--- src/core/hrfc_consts.vh ---
// Constants for the host read feature control block
`ifndef HRFC_CONSTS_VH
`define HRFC_CONSTS_VH

// Register addresses (7-bit register pointer)
`define HRFC_ADDR_XLO 7'h02
`define HRFC_ADDR_XHI 7'h03
`define HRFC_ADDR_YLO 7'h04
`define HRFC_ADDR_YHI 7'h05
`define HRFC_ADDR_ZLO 7'h06
`define HRFC_ADDR_ZHI 7'h07
`define HRFC_ADDR_STAT1 7'h08
`define HRFC_ADDR_INTST 7'h09
`define HRFC_ADDR_FEAT 7'h0E

// Feature register reset value and bit positions
`define HRFC_FEAT_RESET 8'h00
`define HRFC_BIT_WRAP 0
`define HRFC_BIT_BURST 1
`define HRFC_BIT_SPI_TOK 2
`define HRFC_BIT_FIFO_TOK 3
`define HRFC_BIT_WRCLR 4
`define HRFC_BIT_STREAM 5
`define HRFC_BIT_TRIG_POL 6
`define HRFC_BIT_TRIG_EN 7

// Serial header layout: read flag on top, register pointer below
`define HRFC_HDR_RW_BIT 7

// Largest number of samples drained in one transaction
`define HRFC_MAX_SAMPLES 6'h20

// Bits shifted per serial byte, less one
`define HRFC_LAST_BIT 3'h7

`endif

--- src/core/hrfc_spi_link.v ---
// Oversampled SPI shift engine for the host read feature control block
`timescale 1ns/1ps
`include "hrfc_consts.vh"

module hrfc_spi_link (
    input wire clk,
    input wire rst_n,
    input wire spi_sck,
    input wire spi_cs_n,
    input wire spi_mosi,
    input wire sdio_in,
    input wire link_enable,
    input wire three_wire,
    input wire drive_3w,
    input wire [7:0] token_byte,
    input wire [7:0] tx_byte,
    input wire tx_load,
    output reg [7:0] rx_byte_ff,
    output reg rx_done_ff,
    output reg start_ff,
    output wire frame_active,
    output reg sdo_ff,
    output reg sdo_oe_ff
);

    // Order: sck, cs_n, mosi, sdio
    reg [3:0] in_s1_ff;
    reg [3:0] in_s2_ff;
    reg [1:0] prev_ff;
    reg [6:0] rx_sh_ff;
    reg [2:0] bit_cnt_ff;
    reg [7:0] tx_sh_ff;

    wire sck_s = in_s2_ff[3];
    wire cs_n_s = in_s2_ff[2];
    wire din = three_wire ? in_s2_ff[0] : in_s2_ff[1];
    wire start = link_enable && !cs_n_s && prev_ff[0];
    wire sck_rise = frame_active && sck_s && !prev_ff[1];
    wire sck_fall = frame_active && !sck_s && prev_ff[1];

    assign frame_active = link_enable && !cs_n_s;

    always @(posedge clk) begin
        if (!rst_n) begin
            in_s1_ff <= 4'h4;
            in_s2_ff <= 4'h4;
            prev_ff <= 2'h1;
            rx_sh_ff <= 7'h00;
            bit_cnt_ff <= 3'h0;
            rx_byte_ff <= 8'h00;
            rx_done_ff <= 1'b0;
            start_ff <= 1'b0;
            tx_sh_ff <= 8'h00;
            sdo_ff <= 1'b0;
            sdo_oe_ff <= 1'b0;
        end else begin
            in_s1_ff <= {spi_sck, spi_cs_n, spi_mosi, sdio_in};
            in_s2_ff <= in_s1_ff;
            prev_ff <= {sck_s, cs_n_s};
            rx_done_ff <= 1'b0;
            start_ff <= start;
            sdo_oe_ff <= frame_active && (three_wire ? drive_3w : 1'b1);
            if (start) begin
                // First bit of the first byte must be out before the first rising edge
                bit_cnt_ff <= 3'h0;
                sdo_ff <= token_byte[7];
                tx_sh_ff <= {token_byte[6:0], 1'b0};
            end else begin
                if (sck_rise) begin
                    rx_sh_ff <= {rx_sh_ff[5:0], din};
                    bit_cnt_ff <= bit_cnt_ff + 3'h1;
                    if (bit_cnt_ff == `HRFC_LAST_BIT) begin
                        rx_byte_ff <= {rx_sh_ff, din};
                        rx_done_ff <= 1'b1;
                    end
                end
                if (tx_load) begin
                    tx_sh_ff <= tx_byte;
                end else if (sck_fall) begin
                    sdo_ff <= tx_sh_ff[7];
                    tx_sh_ff <= {tx_sh_ff[6:0], 1'b0};
                end
            end
        end
    end

endmodule // hrfc_spi_link

--- src/core/hrfc_read_feature.v ---
// Read feature control register with burst pointer, status tokens and interrupt clearing
`timescale 1ns/1ps
`include "hrfc_consts.vh"

module hrfc_read_feature #(
    parameter [5:0] MAX_SAMPLES = `HRFC_MAX_SAMPLES
) (
    input wire clk,
    input wire rst_n,
    input wire spi_sck,
    input wire spi_cs_n,
    input wire spi_mosi,
    input wire serial_out_pin_in,
    output wire serial_out_pin_out,
    output wire serial_out_pin_oe,
    input wire i2c_select,
    input wire spi3_select,
    input wire twi_ptr_load,
    input wire [7:0] twi_ptr_data,
    input wire twi_wr,
    input wire [7:0] twi_wdata,
    input wire twi_rd,
    output reg [7:0] twi_rdata_ff,
    input wire [15:0] fifo_x,
    input wire [15:0] fifo_y,
    input wire [15:0] fifo_z,
    input wire res_14bit,
    input wire interrupt_pending_flag,
    input wire queue_threshold_flag,
    input wire fifo_full_flag,
    input wire fifo_empty_flag,
    input wire [7:0] status1,
    input wire [7:0] int_status,
    input wire [7:0] sys_status,
    output reg int_clear_ff,
    output reg fifo_pop_ff,
    output reg [7:0] read_feature_control_ff,
    output wire outside_trigger_enable,
    output wire outside_trigger_polarity,
    output wire fifo_stream_enable
);

    reg [6:0] ptr_ff;
    reg spi_hdr_ff;
    reg spi_rd_ff;
    reg [5:0] samples_ff;
    reg [15:0] hold_x_ff;
    reg [15:0] hold_y_ff;
    reg [15:0] hold_z_ff;
    reg [7:0] tx_byte_ff;
    reg tx_load_ff;

    reg [7:0] nxt_rd_byte;
    reg [15:0] nxt_z;

    wire [7:0] spi_rx_byte;
    wire spi_rx_done;
    wire spi_start;
    wire spi_active;

    wire wrap_sel = read_feature_control_ff[`HRFC_BIT_WRAP];
    wire burst_sel = read_feature_control_ff[`HRFC_BIT_BURST];
    wire spi_tok_sel = read_feature_control_ff[`HRFC_BIT_SPI_TOK];
    wire fifo_tok_sel = read_feature_control_ff[`HRFC_BIT_FIFO_TOK];
    wire two_wire_write_clear_select = read_feature_control_ff[`HRFC_BIT_WRCLR];

    // Write-clear only takes effect when the I2C interface is selected
    wire twi_wr_clears = two_wire_write_clear_select && i2c_select;

    // SPI owns the access path while its frame is open
    wire twi_ok = !spi_active;
    wire twi_rd_ok = twi_rd && twi_ok;
    wire twi_wr_ok = twi_wr && twi_ok;
    wire twi_ptr_ok = twi_ptr_load && twi_ok;

    wire spi_hdr = spi_rx_done && spi_hdr_ff;
    wire spi_data = spi_rx_done && !spi_hdr_ff;
    wire spi_hdr_rd = spi_hdr && spi_rx_byte[`HRFC_HDR_RW_BIT];
    wire spi_ld = spi_hdr_rd || (spi_data && spi_rd_ff);
    wire spi_wr = spi_data && !spi_rd_ff;

    // Byte fetch for either interface
    wire ld = spi_ld || twi_rd_ok;
    wire [6:0] ld_addr = spi_hdr ? spi_rx_byte[6:0] : ptr_ff;

    // A new sample is taken atomically when its first byte is fetched
    wire smp_ok = (burst_sel || (samples_ff == 6'h00)) && (samples_ff < MAX_SAMPLES);
    wire cap_now = ld && (ld_addr == `HRFC_ADDR_XLO) && smp_ok;

    wire [3:0] fifo_flags = {interrupt_pending_flag, queue_threshold_flag,
                             fifo_full_flag, fifo_empty_flag};
    wire [15:0] smp_x = cap_now ? fifo_x : hold_x_ff;
    wire [15:0] smp_y = cap_now ? fifo_y : hold_y_ff;
    wire [15:0] smp_z = cap_now ? nxt_z : hold_z_ff;

    // Token on the first byte only for 4-wire SPI with the token enabled
    wire [7:0] token_byte = (spi_tok_sel && !spi3_select) ? sys_status : 8'h00;

    assign outside_trigger_enable = read_feature_control_ff[`HRFC_BIT_TRIG_EN];
    assign outside_trigger_polarity = read_feature_control_ff[`HRFC_BIT_TRIG_POL];
    assign fifo_stream_enable = read_feature_control_ff[`HRFC_BIT_STREAM];

    function [6:0] hrfc_next;
        input [6:0] addr;
        input wrap;
        begin
            if (!wrap && addr == `HRFC_ADDR_ZHI) begin
                hrfc_next = `HRFC_ADDR_XLO;
            end else if (wrap && addr == `HRFC_ADDR_INTST) begin
                hrfc_next = `HRFC_ADDR_XLO;
            end else begin
                hrfc_next = addr + 7'h01;
            end
        end
    endfunction

    // Z word with optional FIFO status token
    always @* begin
        if (!fifo_tok_sel) begin
            nxt_z = fifo_z;
        end else if (res_14bit) begin
            nxt_z = {fifo_z[15:4], fifo_flags};
        end else begin
            nxt_z = {fifo_flags, fifo_z[11:0]};
        end
    end

    // Read data for the fetched address
    always @* begin
        case (ld_addr)
            `HRFC_ADDR_XLO: begin
                nxt_rd_byte = smp_x[7:0];
            end
            `HRFC_ADDR_XHI: begin
                nxt_rd_byte = smp_x[15:8];
            end
            `HRFC_ADDR_YLO: begin
                nxt_rd_byte = smp_y[7:0];
            end
            `HRFC_ADDR_YHI: begin
                nxt_rd_byte = smp_y[15:8];
            end
            `HRFC_ADDR_ZLO: begin
                nxt_rd_byte = smp_z[7:0];
            end
            `HRFC_ADDR_ZHI: begin
                nxt_rd_byte = smp_z[15:8];
            end
            `HRFC_ADDR_STAT1: begin
                nxt_rd_byte = status1;
            end
            `HRFC_ADDR_INTST: begin
                nxt_rd_byte = int_status;
            end
            `HRFC_ADDR_FEAT: begin
                nxt_rd_byte = read_feature_control_ff;
            end
            default: begin
                nxt_rd_byte = 8'h00;
            end
        endcase
    end

    hrfc_spi_link u_link (
        .clk(clk),
        .rst_n(rst_n),
        .spi_sck(spi_sck),
        .spi_cs_n(spi_cs_n),
        .spi_mosi(spi_mosi),
        .sdio_in(serial_out_pin_in),
        .link_enable(!i2c_select),
        .three_wire(spi3_select),
        .drive_3w(spi_rd_ff && !spi_hdr_ff),
        .token_byte(token_byte),
        .tx_byte(tx_byte_ff),
        .tx_load(tx_load_ff),
        .rx_byte_ff(spi_rx_byte),
        .rx_done_ff(spi_rx_done),
        .start_ff(spi_start),
        .frame_active(spi_active),
        .sdo_ff(serial_out_pin_out),
        .sdo_oe_ff(serial_out_pin_oe)
    );

    // SPI header tracking
    always @(posedge clk) begin
        if (!rst_n) begin
            spi_hdr_ff <= 1'b1;
            spi_rd_ff <= 1'b0;
        end else if (spi_start || !spi_active) begin
            // Idle between frames so a 3-wire pin is not driven at the next select
            spi_hdr_ff <= 1'b1;
            spi_rd_ff <= 1'b0;
        end else if (spi_hdr) begin
            spi_hdr_ff <= 1'b0;
            spi_rd_ff <= spi_rx_byte[`HRFC_HDR_RW_BIT];
        end
    end

    // Register pointer
    always @(posedge clk) begin
        if (!rst_n) begin
            ptr_ff <= 7'h00;
        end else if (ld) begin
            ptr_ff <= hrfc_next(ld_addr, wrap_sel);
        end else if (spi_hdr) begin
            ptr_ff <= spi_rx_byte[6:0];
        end else if (spi_wr || twi_wr_ok) begin
            ptr_ff <= ptr_ff + 7'h01;
        end else if (twi_ptr_ok) begin
            ptr_ff <= twi_ptr_data[6:0];
        end
    end

    // Sample capture and drain count
    always @(posedge clk) begin
        if (!rst_n) begin
            samples_ff <= 6'h00;
            hold_x_ff <= 16'h0000;
            hold_y_ff <= 16'h0000;
            hold_z_ff <= 16'h0000;
            fifo_pop_ff <= 1'b0;
        end else begin
            fifo_pop_ff <= cap_now && !fifo_empty_flag;
            if (spi_start || twi_ptr_ok) begin
                samples_ff <= 6'h00;
            end else if (cap_now) begin
                samples_ff <= samples_ff + 6'h01;
            end
            if (cap_now) begin
                hold_x_ff <= fifo_x;
                hold_y_ff <= fifo_y;
                hold_z_ff <= nxt_z;
            end
        end
    end

    // Read data delivery
    always @(posedge clk) begin
        if (!rst_n) begin
            tx_byte_ff <= 8'h00;
            tx_load_ff <= 1'b0;
            twi_rdata_ff <= 8'h00;
        end else begin
            tx_load_ff <= spi_ld;
            if (spi_ld) begin
                tx_byte_ff <= nxt_rd_byte;
            end
            if (twi_rd_ok) begin
                twi_rdata_ff <= nxt_rd_byte;
            end
        end
    end

    // Feature register and interrupt clearing
    always @(posedge clk) begin
        if (!rst_n) begin
            read_feature_control_ff <= `HRFC_FEAT_RESET;
            int_clear_ff <= 1'b0;
        end else begin
            if ((spi_wr || twi_wr_ok) && ptr_ff == `HRFC_ADDR_FEAT) begin
                read_feature_control_ff <= spi_wr ? spi_rx_byte : twi_wdata;
            end
            int_clear_ff <= (spi_wr && ptr_ff == `HRFC_ADDR_INTST) ||
                (twi_wr_ok && twi_wr_clears && ptr_ff == `HRFC_ADDR_INTST) ||
                (twi_rd_ok && !twi_wr_clears && ptr_ff == `HRFC_ADDR_INTST);
        end
    end

endmodule // hrfc_read_feature

--- config.mk ---
export PLATFORM = sky130hd
export DESIGN_NAME = hrfc_read_feature
export DESIGN_NICKNAME = d
export VERILOG_FILES = /design/src/core/hrfc_spi_link.v /design/src/core/hrfc_read_feature.v
export VERILOG_INCLUDE_DIRS = /design/src /design/src/core
export SDC_FILE = /design/constraint.sdc
export NUM_CORES = 1
export LEC_CHECK = 0
export ABC_AREA = 0
export BUFFER_PORTS_ARGS = -buffer_cell sky130_fd_sc_hd__buf_4
export CAP_MARGIN = 20
export CELL_PAD_IN_SITES_DETAIL_PLACEMENT = 1
export CELL_PAD_IN_SITES_GLOBAL_PLACEMENT = 1
export CORE_ASPECT_RATIO = 0.6
export CORE_MARGIN = 8
export CORE_UTILIZATION = 41
export CTS_CLUSTER_SIZE = 14
export DETAILED_ROUTE_END_ITERATION = 8
export PLACE_DENSITY_LB_ADDON = 0.1
export SLEW_MARGIN = 20
export SYNTH_ARGS = -nofsm -noshare
export SYNTH_HDL_FRONTEND = slang
export SYNTH_SLANG_ARGS = --single-unit
--- constraint.sdc ---
create_clock -name clk -period 4.06 [get_ports clk]
set_input_delay 0.609 -clock clk [delete_from_list [all_inputs] [get_ports clk]]
set_output_delay 0.609 -clock clk [all_outputs]
set_load 0.1 [all_outputs]
Yosys cells after proc, flatten, opt, wreduce, memory -nomap -nowiden
Cells that the tools add are included.
{ "totals": {"regBits": 130, "latch_bits": 0, "ram_bits": 0, "romBits": 0, "input_bits": 104, "output_inout_bits": 23, "wordCells": 131, "memories": 0} }
{ "classes": {"addsub": 4, "multipliers": 0, "n_div": 0, "n_lt_le_gt_ge": 1, "eq_ne": 13, "shift": 0, "muxes": 24, "bitwise_logic": 3, "reduce_logical": 61} }
{ "ops": {"columns": ["cell", "n"], "rows": [
  ["$mux 16", 5],
  ["$pmux 8 s9", 1],
  ["$mux 7", 7],
  ["$mux 8", 5],
  ["$eq 7x4->1 const B", 5],
  ["$logic_and 1x1->1", 30],
  ["$eq 7x3->1 const B", 4],
  ["$add 7x1->7 const B", 2],
  ["$eq 7x2->1 const B", 2],
  ["$logic_not 1->1", 11],
  ["$logic_or 1x1->1", 8],
  ["$add 6x1->6 const B", 1],
  ["$logic_not 6->1", 1],
  ["$lt 6x6->1 const B", 1],
  ["$mux 1", 6],
  ["$reduce_or 2->1", 3],
  ["$reduce_and 2->1", 2],
  ["$reduce_bool 2->1", 2],
  ["$reduce_bool 4->1", 1],
  ["$add 3x1->3 const B", 1],
  ["$eq 3x3->1 const B", 1],
  ["$not 1->1", 3],
  ["$reduce_and 3->1", 1],
  ["$reduce_bool 3->1", 1],
  ["other kinds (2)", 2]
]} }

Logic depth before layout (Yosys ltp)
Gate-level depths: netlist of run 1.
{ "logic_depth": {"depth_word": 9, "mapped_depth": 14, "mapped_depth_nobuf": 10} }

By module
From an unflattened synthesis of run 1, not the netlist that was laid out.
{ "unflattened": {"cells_unflattened": 807, "hier_area_um2": 6874.1} }
{ "by_module_without_submodules": {"columns": ["mod", "instances", "cells_per_inst", "area_per_inst_um2", "seq_area_each_um2"], "rows": [
  ["hrfc_read_feature", 1, 638, 5240.0, 1801.7],
  ["hrfc_spi_link", 1, 169, 1634.1, 800.8]
]} }

Worst setup path after synthesis of run 1
No wires, ideal clock.
{ "synth_path": {"path_type": "register to register", "startpoint": "register u_link.rx_done_ff", "endpoint": "register twi_rdata_ff[1]", "setup_time_ps": 131, "arrival_time_ps": 2798, "required_ps": 3929, "slack_ps": 1131, "path_stages_with_launch": 15, "path_buffers": 5, "synth_period_minus_slack_ps": 2929, "cell_sequence": "dfxtp_1 > buf_2 > and2_1 > clkbuf_1 > clkbuf_1 > nand2_1 > o21ai_0 > ha_1 > nand3_1 > or4_1 > buf_2 > buf_6 > o31ai_1 > o2111a_1 > a21oi_1"} }
{ "synth_via": {"elab_chain_cells": 8, "word_cells_on_any_way": 22, "classes_between": "9 x eq/ne; 5 x mux; 8 x reduce/logical"} }
{ "synth_rtl": {"columns": ["item", "line_no", "text"], "rows": [
  ["start, declared", "hrfc_spi_link.v:19", "output reg rx_done_ff,"],
  ["start signal, assigned", "hrfc_spi_link.v:51", "rx_done_ff <= 1'b0;"],
  ["start signal, assigned", "hrfc_spi_link.v:60", "rx_done_ff <= 1'b0;"],
  ["start signal, assigned", "hrfc_spi_link.v:74", "rx_done_ff <= 1'b1;"],
  ["parallel branches: the longest is 7 deep, another holds $mux 16", null, null],
  ["$pmux 8 s9 *", "hrfc_read_feature.v:130", "case (ld_addr)"],
  ["end signal, assigned", "hrfc_read_feature.v:250", "twi_rdata_ff <= nxt_rd_byte;"],
  ["end, declared", "hrfc_read_feature.v:23", "output reg [7:0] twi_rdata_ff,"]
]} }
Every way passes the cells marked *.
A chain may end at the register's enable or synchronous reset.

Final worst setup path of run 1
{ "layout_path": {"startpoint": "register u_link.rx_done_ff", "endpoint": "register tx_byte_ff[5]"} }
{ "layout_via": {"elab_chain_cells": 8, "word_cells_on_any_way": 22, "classes_between": "9 x eq/ne; 5 x mux; 8 x reduce/logical"} }
{ "layout_rtl": {"columns": ["item", "line_no", "text"], "rows": [
  ["parallel branches: the longest is 8 deep, another holds $mux 16", null, null],
  ["end signal, assigned", "hrfc_read_feature.v:247", "tx_byte_ff <= nxt_rd_byte;"],
  ["end, declared", "hrfc_read_feature.v:50", "reg [7:0] tx_byte_ff;"]
]} }
Several ways; the timed one is not identified.

==> flow_summary.json, run 1 <==
{
  "finalSetupViolations": 0,
  "cts_tree": "done",
  "slew_violations": 0,
  "arrival_ns": 3.65,
  "layout_commonest_cell": "buf_4",
  "ys.flop_type": "dfxtp_1",
  "finish.utilization_pct": 52.4,
  "die-width_um": 177,
  "clock_sinks": 130,
  "critical_path.max_fanout": 53,
  "synth_seq_cells": 130,
  "yosysUniqueCellTypes": 57,
  "r2r-start": "u_link.rx_done_ff",
  "syn_avg_cell_area_um2": 8.14,
  "syn_area_um2": 6340,
  "boundaryPins": 127,
  "synth_edf_count": 0,
  "cts_made_buffers": 17,
  "gp_congestion": 0.881,
  "final_cell_mix": "buf_4 (138), nand2_1 (131), dfxtp_1 (130), a21oi_1 (95), nor2_1 (56)",
  "layout_min_cycle_time_ns": 3.38,
  "r2r_slack_ns": 0.68,
  "layout.nets": 991,
  "wl_mm": 22.1,
  "path_clk_slew_ns": 0.06,
  "grt_pass1_wl_mm": 34.9,
  "dp_hpwl_mm": 16.7,
  "viasPerCell": 5.78,
  "fin_setup_tns_ns": 0,
  "grt-ovfl-total": 0,
  "ys_warn_count": 0,
  "cts-resized-gates": 0,
  "clockBufferDepth": 2,
  "relSlewSlack_pct": 42.4,
  "drt-initial-drc-count": 413,
  "fin_area_um2": 7990,
  "wl_per_cell_um": 20.3,
  "crit_type": "reg -> reg",
  "start_util_pct": 41.6,
  "slowest_stage": "or4_1",
  "worstPathRequired_ns": 4.33,
  "hold_viol": 0,
  "top_layer": "met4",
  "rows": 35,
  "h-tree-depth": 4,
  "ant_nets": 0,
  "core_um2": 15200,
  "track_usage_pct": 22.2,
  "drc": 0,
  "hold_buffers": 0,
  "fin_skew_ns": 0.0123,
  "post_cts.repair.setup_buffers": 0,
  "syn_to_final_growth_pct": 26.0,
  "hold_class": "in -> reg",
  "max-vdd-ir-drop_v": 0.000229,
  "power_density_nw_per_um2": 413,
  "path_cells": "and2_1 -> nand2_1 -> a21boi_0 -> ha_1 -> nand3_1 -> or4_1 -> buf_12 -> a221oi_1 -> a21o_1 -> a31oi_1",
  "worstSetupStartpoint": "u_link.rx_done_ff",
  "die_height_um": 112,
  "power.static_leakage_nw": 2.99,
  "cap_violations": 0,
  "yosysSeqAreaShare_pct": 41.0,
  "antenna_cells": 0,
  "worst_slew_pin_slew_ns": 0.863,
  "rsz0062_at_grt": "no",
  "grt_max_degree": 67,
  "finalCritPeriodShare_pct": 83.2,
  "rr_endpoint": "tx_byte_ff[5]",
  "crit_end": "tx_byte_ff[5]",
  "reg2regPathDepth": 10,
  "cts-root-buf": "clkbuf_16",
  "crit_path_start_kind": "flip-flop",
  "synthesis.nets": 894,
  "dieArea_um2": 19800,
  "port-buffer-count": 125,
  "status": "complete, no violations",
  "wl_met2_mm": 9.45,
  "endpoint_kind": "flip-flop",
  "slowest_delay_ns": 0.61,
  "synthArstFlopShare_pct": 0,
  "worstSkewPairLatency_ns": 0.43,
  "wl_met1_mm": 10.9,
  "antenna_found_initial": 0,
  "dr_wl_met3_mm": 1.45,
  "fmax_mhz": 296,
  "placed_cell_area_um2": 7400,
  "syn_inst": 779,
  "first_pass_iters": 9,
  "drive_gt1_share_pct": 21.4,
  "vias": 6302,
  "grt_pass1_vias": 6401
}
==> logic make-up (layout without fill, tap and decap cells) <==
logic type,count (synthesis),count (layout),synth area share (%)
adders and majority gates,11,11,2.17
DFF,130,130,41.0
muxes,34,34,5.55
and+or+nand+nor,271,271,19.5
buffers and inverters,71,180,4.99
AOI/OAI and AO/OA,249,249,24.9
xor gates and xnor gates,13,13,1.80
==> flip-flops by register name, summed over array words and instances, names as in the netlist, 2 cells and up <==
name and cells:
hold_x_ff 16, hold_y_ff 16, hold_z_ff 16, ptr_ff 7, read_feature_control_ff 8, samples_ff 6, twi_rdata_ff 8, tx_byte_ff 8
u_link.bit_cnt_ff 3, u_link.in_s1_ff 4, u_link.in_s2_ff 4, u_link.prev_ff 2, u_link.rx_byte_ff 8, u_link.rx_sh_ff 7, u_link.tx_sh_ff 8
==> how the worst min path moves through the flow <==
| stage | slack [ns] | to | start | cells past startpoint |
|---|---|---|---|---|
| 2_1_floorplan | 0.39 | u_link.in_s2_ff[2] | u_link.in_s1_ff[2] | 1 |
| 3_3_place_gp | 0.40 | u_link.in_s2_ff[2] | u_link.in_s1_ff[2] | 1 |
| 3_5_place_dp | 0.41 | u_link.in_s2_ff[2] | u_link.in_s1_ff[2] | 1 |
| 6_report | 0.37 | u_link.in_s1_ff[2] | spi_cs_n | 2 |
| 5_1_grt | 0.37 | u_link.in_s1_ff[2] | spi_cs_n | 2 |
| 4_1_cts | 0.37 | u_link.in_s1_ff[2] | spi_cs_n | 2 |
==> power by group <==
part	internal (mW)	switching, mW	leakage (nW)
combinational	0.160	0.251	1.65
clock	0.928	0.625	0.289
sequential	1.31	0.0306	1.05
total	2.40	0.907	2.99
==> Yosys cell counts, types with 4 or more instances <==
cell      instances  area (µm²)
a21o_1           10        75.1
nand3_1          20         100
a221oi_1          4        35.0
a31oi_1          16         100
buf_2            19        95.1
buf_4             5        37.5
ha_1             11         138
nand4_1           6        37.5
and3_1            7        43.8
a21oi_1          95         475
nor2b_1           5        31.3
nor3b_1           4        30.0
xor2_1            5        43.8
o22ai_1           8        50.1
xnor2_1           8        70.1
o21ai_0          32         160
clkbuf_1         35         131
nor3_1            8        40.0
and2_1            9        56.3
dfxtp_1         130        2600
nand2_1         131         492
a22o_1            7        61.3
mux2_2            9         101
inv_1             8        30.0
a211oi_1         22         165
nor2_1           56         210
a311oi_1         10        87.6
nand2b_1          6        37.5
a22oi_1          24         180
mux2i_1          25         250
==> final cells by class <==
cell class / count / area [µm²]
clock buffer: 18 / 439
tap: 203 / 254
multi-input combinational: 578 / 3430
timing repair buffer: 140 / 1080
sequential: 130 / 2600
inverter: 9 / 33.8
fill: 1825 / 7250
clock inverter: 13 / 150
==> through the flow <==
step / total power [mW] / hold WS, ns / std cells / worst slack [ns]
after floorplan: 1.59 / 0.386 / 779 / 1.13
after global placement: 1.76 / 0.401 / 1060 / 0.908
after detailed placement: 1.77 / 0.411 / 1060 / 0.724
after CTS: 3.32 / 0.367 / 1091 / 0.706
after global routing: 3.41 / 0.374 / 1091 / 0.485
final: 3.30 / 0.371 / 1091 / 0.683
==> per-layer routing <==
layer  vias to the layer above  track usage (%)
met4                         0             7.64
met1                      3071             31.4
met5                         -                0
met2                       196             32.1
li1                       3002                -
met3                        33             5.23
==> worst max-delay path: cells and delay by family, from the launching register on <==
kind / cells / cell delay [ns]
buffers and inverters: 1 / 0.22
AOI/OAI and AO/OA: 4 / 1.00
DFF: 1 / 0.41
and+or+nand+nor: 4 / 1.15
adders and majority gates: 1 / 0.41
No activity file was read; power rests on OpenSTA's default activity.
==> inputs of run 2 (changes only) <==
CORE_UTILIZATION = 37   (was 41)
clock period = 2.8 ns   (was 4.06 ns; I/O delays follow)
==> run 2 against run 1 <==
Compared with the run above: sequential cell count stayed put; worst hold slack worse by 0.18 ns; power rose by 44%; design area is 2.8% higher; non-clock buffer count is 23 higher; routed wire length grew 5.6%; sequential share of layout area down 0.89 points; critical path depth shrank 2.
==> flow_summary.json, run 2 (synthesis results as in run 1) <==
{
  "core_um2": 16900,
  "fillers": 2056,
  "hold_class": "in -> reg",
  "clockBufferDepth": 2,
  "grt-ovfl-total": 0,
  "cts_made_buffers": 17,
  "dieArea_um2": 21700,
  "path_cells": "buf_4 -> nor4bb_2 -> o2bb2ai_2 -> or4_1 -> buf_12 -> buf_4 -> a21o_1 -> a31oi_1",
  "antenna_found_initial": 0,
  "crit_type": "reg -> reg",
  "slew_violations": 0,
  "wl_per_cell_um": 20.4,
  "relSlewSlack_pct": 44.8,
  "crit_path_start_kind": "flip-flop",
  "cap_violations": 0,
  "wl_met1_mm": 11.6,
  "max-vdd-ir-drop_v": 0.000406,
  "start_util_pct": 37.4,
  "reg.largest.list": "hold_x_ff: 16 flops, hold_y_ff: 16 flops, hold_z_ff: 16 flops",
  "drt-initial-drc-count": 456,
  "wl_mm": 23.4,
  "boundaryPins": 127,
  "cts_tree": "done",
  "wl_met2_mm": 9.93,
  "cp.buffers_inverters": 3,
  "layout.nets": 1014,
  "cts-root-buf": "clkbuf_16",
  "fmax_mhz": 372,
  "drive_gt1_share_pct": 24.0,
  "ant_nets": 0,
  "die-width_um": 185,
  "clock_power_share_pct": 45.9,
  "grt_pass1_vias": 6743,
  "power_density_nw_per_um2": 579,
  "top_layer": "met4",
  "finalSetupViolations": 0,
  "layout_min_cycle_time_ns": 2.69,
  "cp_common_cell": "buf_4",
  "dr_wl_met3_mm": 1.58,
  "hold_buffers": 0,
  "slowest_stage": "or4_1",
  "place_ws_ns": -0.0222,
  "arrival_ns": 3.02,
  "worst_slack_ns": 0.114,
  "grt_pass1_wl_mm": 36.9,
  "p_sw_mw": 1.35,
  "critical_path.max_fanout": 34,
  "seq_power_share_pct": 40.7,
  "worst_slew_pin_slew_ns": 0.825,
  "first_pass_iters": 5,
  "clock_sinks": 130,
  "rows": 37,
  "h-tree-depth": 4,
  "power.static_leakage_nw": 3.10,
  "rsz0062_at_grt": "no",
  "vias": 6383,
  "path_clk_slew_ns": 0.06,
  "path_delay_family": "simple AND/OR/NAND/NOR gates",
  "viasPerCell": 5.57,
  "status": "complete, no violations",
  "p_sw_share_pct": 28.3,
  "endpoint_kind": "flip-flop",
  "p_comb_share_pct": 13.3,
  "fin_skew_ns": 0.0134,
  "final_cell_mix": "buf_4 (160), nand2_1 (131), dfxtp_1 (130), a21oi_1 (94), nor2_1 (56)",
  "layout_commonest_cell": "buf_4",
  "worstSkewPairLatency_ns": 0.42,
  "die_height_um": 117,
  "antenna_cells": 0,
  "worstPathRequired_ns": 3.13,
  "gp_congestion": 0.877,
  "finalCritPeriodShare_pct": 95.9,
  "power_mw": 4.76,
  "track_usage_pct": 21.3,
  "internal-power_mw": 3.41,
  "slowest_delay_ns": 0.58,
  "syn_to_final_growth_pct": 29.5,
  "drc": 0,
  "hold_viol": 0,
  "grt_max_degree": 46,
  "port-buffer-count": 125,
  "dp_hpwl_mm": 17.7
}
-- run 2: changes by cell type in the layout (fill, tap and decap cells not counted), sizes merged --
cell / delta
clkinv: -1
clkbuf: +1
clkinvlp: +2
bufinv: -1
buf: +23
-- run 2: final timing paths --
check	start	endpoint	slack, ns	depth (start not counted)
max	spi_hdr_ff	tx_byte_ff[2]	0.11	8
min	fifo_empty_flag	fifo_pop_ff	0.19	2
max reg2reg	spi_hdr_ff	tx_byte_ff[2]	0.11	8
min reg2reg	u_link.in_s1_ff[2]	u_link.in_s2_ff[2]	0.41	1
-- run 2: what timing repair did --
item	in CTS	in global routing
buffers inserted	0	0
setup endpoints to repair	5	25
gates resized for setup	1	5
pin swaps	0	1
-- run 2: layer usage --
metal,track usage [%],up-vias
li1,-,3031
met1,29.7,3149
met2,31.8,177
met3,5.92,26
met4,5.28,0
met5,0,-
-- run 2: final cells by class --
| class | instances | area, µm² | share of cell area [%] |
|---|---|---|---|
| clock buffer | 19 | 443 | 5.39 |
| clock inverter | 13 | 126 | 1.54 |
| inverter | 9 | 33.8 | 0.411 |
| multi-input combinational | 578 | 3450 | 42.0 |
| sequential | 130 | 2600 | 31.7 |
| tap | 234 | 293 | 3.56 |
| timing repair buffer | 163 | 1260 | 15.4 |
-- run 2: power groups by stage --
stage / combinational (mW) / clock, mW / sequential, mW
3_3_place_gp: 0.608 / 0 / 1.97
2_1_floorplan: 0.284 / 0 / 2.03
6_report: 0.633 / 2.19 / 1.94
3_5_place_dp: 0.626 / 0 / 1.98
4_1_cts: 0.629 / 2.22 / 1.94
5_1_grt: 0.681 / 2.29 / 1.94
-- run 2: stage by stage --
step / hold WS [ns] / cell area (µm²) / instances / util [%] / setup TNS [ns]
2_1_floorplan: 0.386 / 6350 / 779 / - / 0
3_3_place_gp: 0.401 / 7620 / 1114 / 45.0 / 0
3_5_place_dp: 0.410 / 7620 / 1114 / 45.0 / -0.0246
4_1_cts: 0.176 / 8200 / 1146 / 48.4 / 0
5_1_grt: 0.180 / 8210 / 1146 / 48.5 / 0
6_report: 0.189 / 8210 / 1146 / 48.5 / 0
==> inputs of run 3 (changes only) <==
ABC_AREA = 1   (was 0)
CORE_UTILIZATION = 36   (was 37)
SYNTH_HIERARCHICAL = 1   (was default)
==> run 3 against run 2 <==
Compared with the run above: combinational power up 21%; design area rose by 13%; power is 4.2% higher.
==> flow_summary.json, run 3 <==
{
  "status": "complete, no violations",
  "crit_type": "reg -> reg",
  "layout_commonest_cell": "nand2_1",
  "path_clk_slew_ns": 0.06,
  "endpoint_kind": "flip-flop",
  "path_cells": "nand2_4 -> clkinvlp_4 -> nand2_1 -> o21ai_0 -> inv_1 -> ha_2 -> nand3_2 -> nor2_4 -> buf_12 -> nand3_1 -> nand3_1 -> nand2_1 -> nor2_1 -> buf_4 -> nand3_1 -> nand2_1 -> inv_1",
  "viasPerCell": 4.73,
  "wl_met1_mm": 12.7,
  "synth_largest_area_cell": "dfxtp_1",
  "cts-root-buf": "clkbuf_16",
  "clockBufferDepth": 2,
  "synth_edf_count": 0,
  "syn_inst": 1155,
  "fillers": 2654,
  "start_util_pct": 36.8,
  "power_mw": 4.96,
  "clock_sinks": 130,
  "reg.largest.list": "hold_x_ff: 16 flops, hold_y_ff: 16 flops, hold_z_ff: 16 flops",
  "slowest_delay_ns": 0.33,
  "worstPathRequired_ns": 3.13,
  "slowest_stage": "dfxtp_1",
  "synthArstFlopShare_pct": 0,
  "power.static_leakage_nw": 4.72,
  "seq_power_share_pct": 39.3,
  "hold_class": "in -> reg",
  "rsz0062_at_grt": "no",
  "antenna_found_initial": 0,
  "p_sw_share_pct": 28.0,
  "p_comb_share_pct": 15.4,
  "fin_setup_tns_ns": 0,
  "clock_power_share_pct": 45.3,
  "final_cell_mix": "nand2_1 (325), inv_1 (186), buf_4 (150), nor2_1 (146), dfxtp_1 (130)",
  "wl_mm": 24.9,
  "relSlewSlack_pct": 54.2,
  "dp_hpwl_mm": 19.1,
  "hold_viol": 0,
  "synth_top_area_share_pct": 35.2,
  "syn_to_final_growth_pct": 25.6,
  "ant_nets": 0,
  "power_density_nw_per_um2": 534,
  "multi_input_area_um2": 3790,
  "core_um2": 20100,
  "ys.flop_type": "dfxtp_1",
  "finish.utilization_pct": 46.3,
  "yosysMostFrequentCell": "nand2_1",
  "slew_violations": 0,
  "track_usage_pct": 19.6,
  "cap_violations": 0,
  "drt-initial-drc-count": 379,
  "worst_slew_pin_slew_ns": 0.687,
  "finalSetupViolations": 0,
  "yosysUniqueCellTypes": 41,
  "p_sw_mw": 1.39,
  "grt-ovfl-total": 0,
  "synth_seq_cells": 130,
  "wl_met2_mm": 10.8,
  "grt_max_degree": 60,
  "arrival_ns": 2.90,
  "yosysSeqAreaShare_pct": 35.2,
  "wl_per_cell_um": 15.9,
  "critical_path.max_fanout": 40,
  "h-tree-depth": 4,
  "drive_gt1_share_pct": 19.7,
  "syn_avg_cell_area_um2": 6.40,
  "vias": 7419,
  "worstSkewPairLatency_ns": 0.44,
  "gp_congestion": 0.852,
  "cts_made_buffers": 17,
  "hold_buffers": 0,
  "port-buffer-count": 125,
  "post_cts.repair.setup_buffers": 0,
  "rows": 40,
  "first_pass_iters": 4,
  "layout_min_cycle_time_ns": 2.57,
  "ys_warn_count": 6,
  "synthesis.nets": 1270,
  "max-vdd-ir-drop_v": 0.000422,
  "drc": 0,
  "cts_tree": "done",
  "dr_wl_met3_mm": 1.09,
  "grt_pass1_wl_mm": 40.2,
  "top_layer": "met4",
  "die-width_um": 201,
  "ys_top_cells_by_area": "dfxtp_1 (35%), nand2_1 (17%), inv_1 (9.5%)",
  "antenna_cells": 0,
  "internal-power_mw": 3.57,
  "fin_skew_ns": 0.0132,
  "dieArea_um2": 25500,
  "grt_pass1_vias": 7611,
  "boundaryPins": 127,
  "yosys-top-cells-count": "nand2_1 (325), inv_1 (187), nor2_1 (150), dfxtp_1 (130), nand3_1 (110)",
  "syn_area_um2": 7390,
  "fmax_mhz": 389,
  "layout.nets": 1400,
  "finalCritPeriodShare_pct": 91.7,
  "register_area_um2": 2600,
  "crit_path_start_kind": "flip-flop",
  "die_height_um": 127
}
## run 3: cell count changes in the layout (fill, tap and decap cells not counted), sizes merged, moves of 10 or more
cell    change
nand3     +110
nand3b     +14
o21ai      +19
nor2      +111
nand2     +206
mux2i      -24
a311oi     -10
inv       +184
a21oi      -69
a211oi     -20
a21o       -10
a22oi      -24
## run 3: layer usage
metal	vias up	track usage, %
met2	114	30.1
li1	3806	-
met4	0	4.70
met3	20	4.54
met5	-	0
met1	3479	27.4
## run 3: path summary, 6_finish.rpt
path / from / to / slack, ns / cells past startpoint
worst max-delay path: u_link/rx_done_ff / tx_byte_ff[1] / 0.23 / 17
worst min-delay path: fifo_empty_flag / fifo_pop_ff / 0.17 / 2
worst max register to register: u_link/rx_done_ff / tx_byte_ff[1] / 0.23 / 17
worst min register to register: u_link/in_s1_ff[2] / u_link/in_s2_ff[2] / 0.41 / 1
## run 3: final cells by class
cell class,instances,share of cell area (%)
inverters,198,8.04
clock buffers,20,5.02
multi-input cells,784,40.9
well taps,273,3.68
repair buffers,154,13.0
flip-flops and latches,130,28.0
clock inverters,11,1.39
## run 3: timing repair
| item | 4_1_cts | 5_1_grt |
|---|---|---|
| endpoints found under the hold margin | 0 | 0 |
| resized for setup | 0 | 8 |
| setup endpoints to repair | 0 | 14 |
## run 3: cells by family after synthesis
logic type	share of synthesized area [%]
simple gates	41.3
buf+inv	13.7
flops	35.2
compound gates	6.94
fa+ha+maj	1.86
xor+xnor	0.829
mux	0.135
## run 3: through the flow
stage	cell area, µm²	instances	setup slack [ns]	hold WS [ns]
after detailed placement	8670	1539	0.154	0.401
after global placement	8670	1539	0.235	0.394
after floorplan	7390	1155	0.384	0.390
after global routing	9290	1570	0.0203	0.162
final	9290	1570	0.233	0.169
after CTS	9270	1570	0.116	0.150
## run 3: critical path, delay by kind of cell (launching register included)
| kind | cells | cell delay (ns) |
|---|---|---|
| buf+inv | 5 | 0.70 |
| simple gates | 10 | 1.06 |
| compound gates | 1 | 0.12 |
| flops | 1 | 0.33 |
| fa+ha+maj | 1 | 0.24 |
## run 3: power by group through the flow
| stage | combinational, mW | sequential, mW | clock (mW) |
|---|---|---|---|
| floorplan | 0.421 | 2.05 | 0 |
| global placement | 0.746 | 1.99 | 0 |
| detailed placement | 0.761 | 1.99 | 0 |
| CTS | 0.767 | 1.95 | 2.30 |
| global route | 0.849 | 1.95 | 2.38 |
| finish | 0.763 | 1.95 | 2.25 |
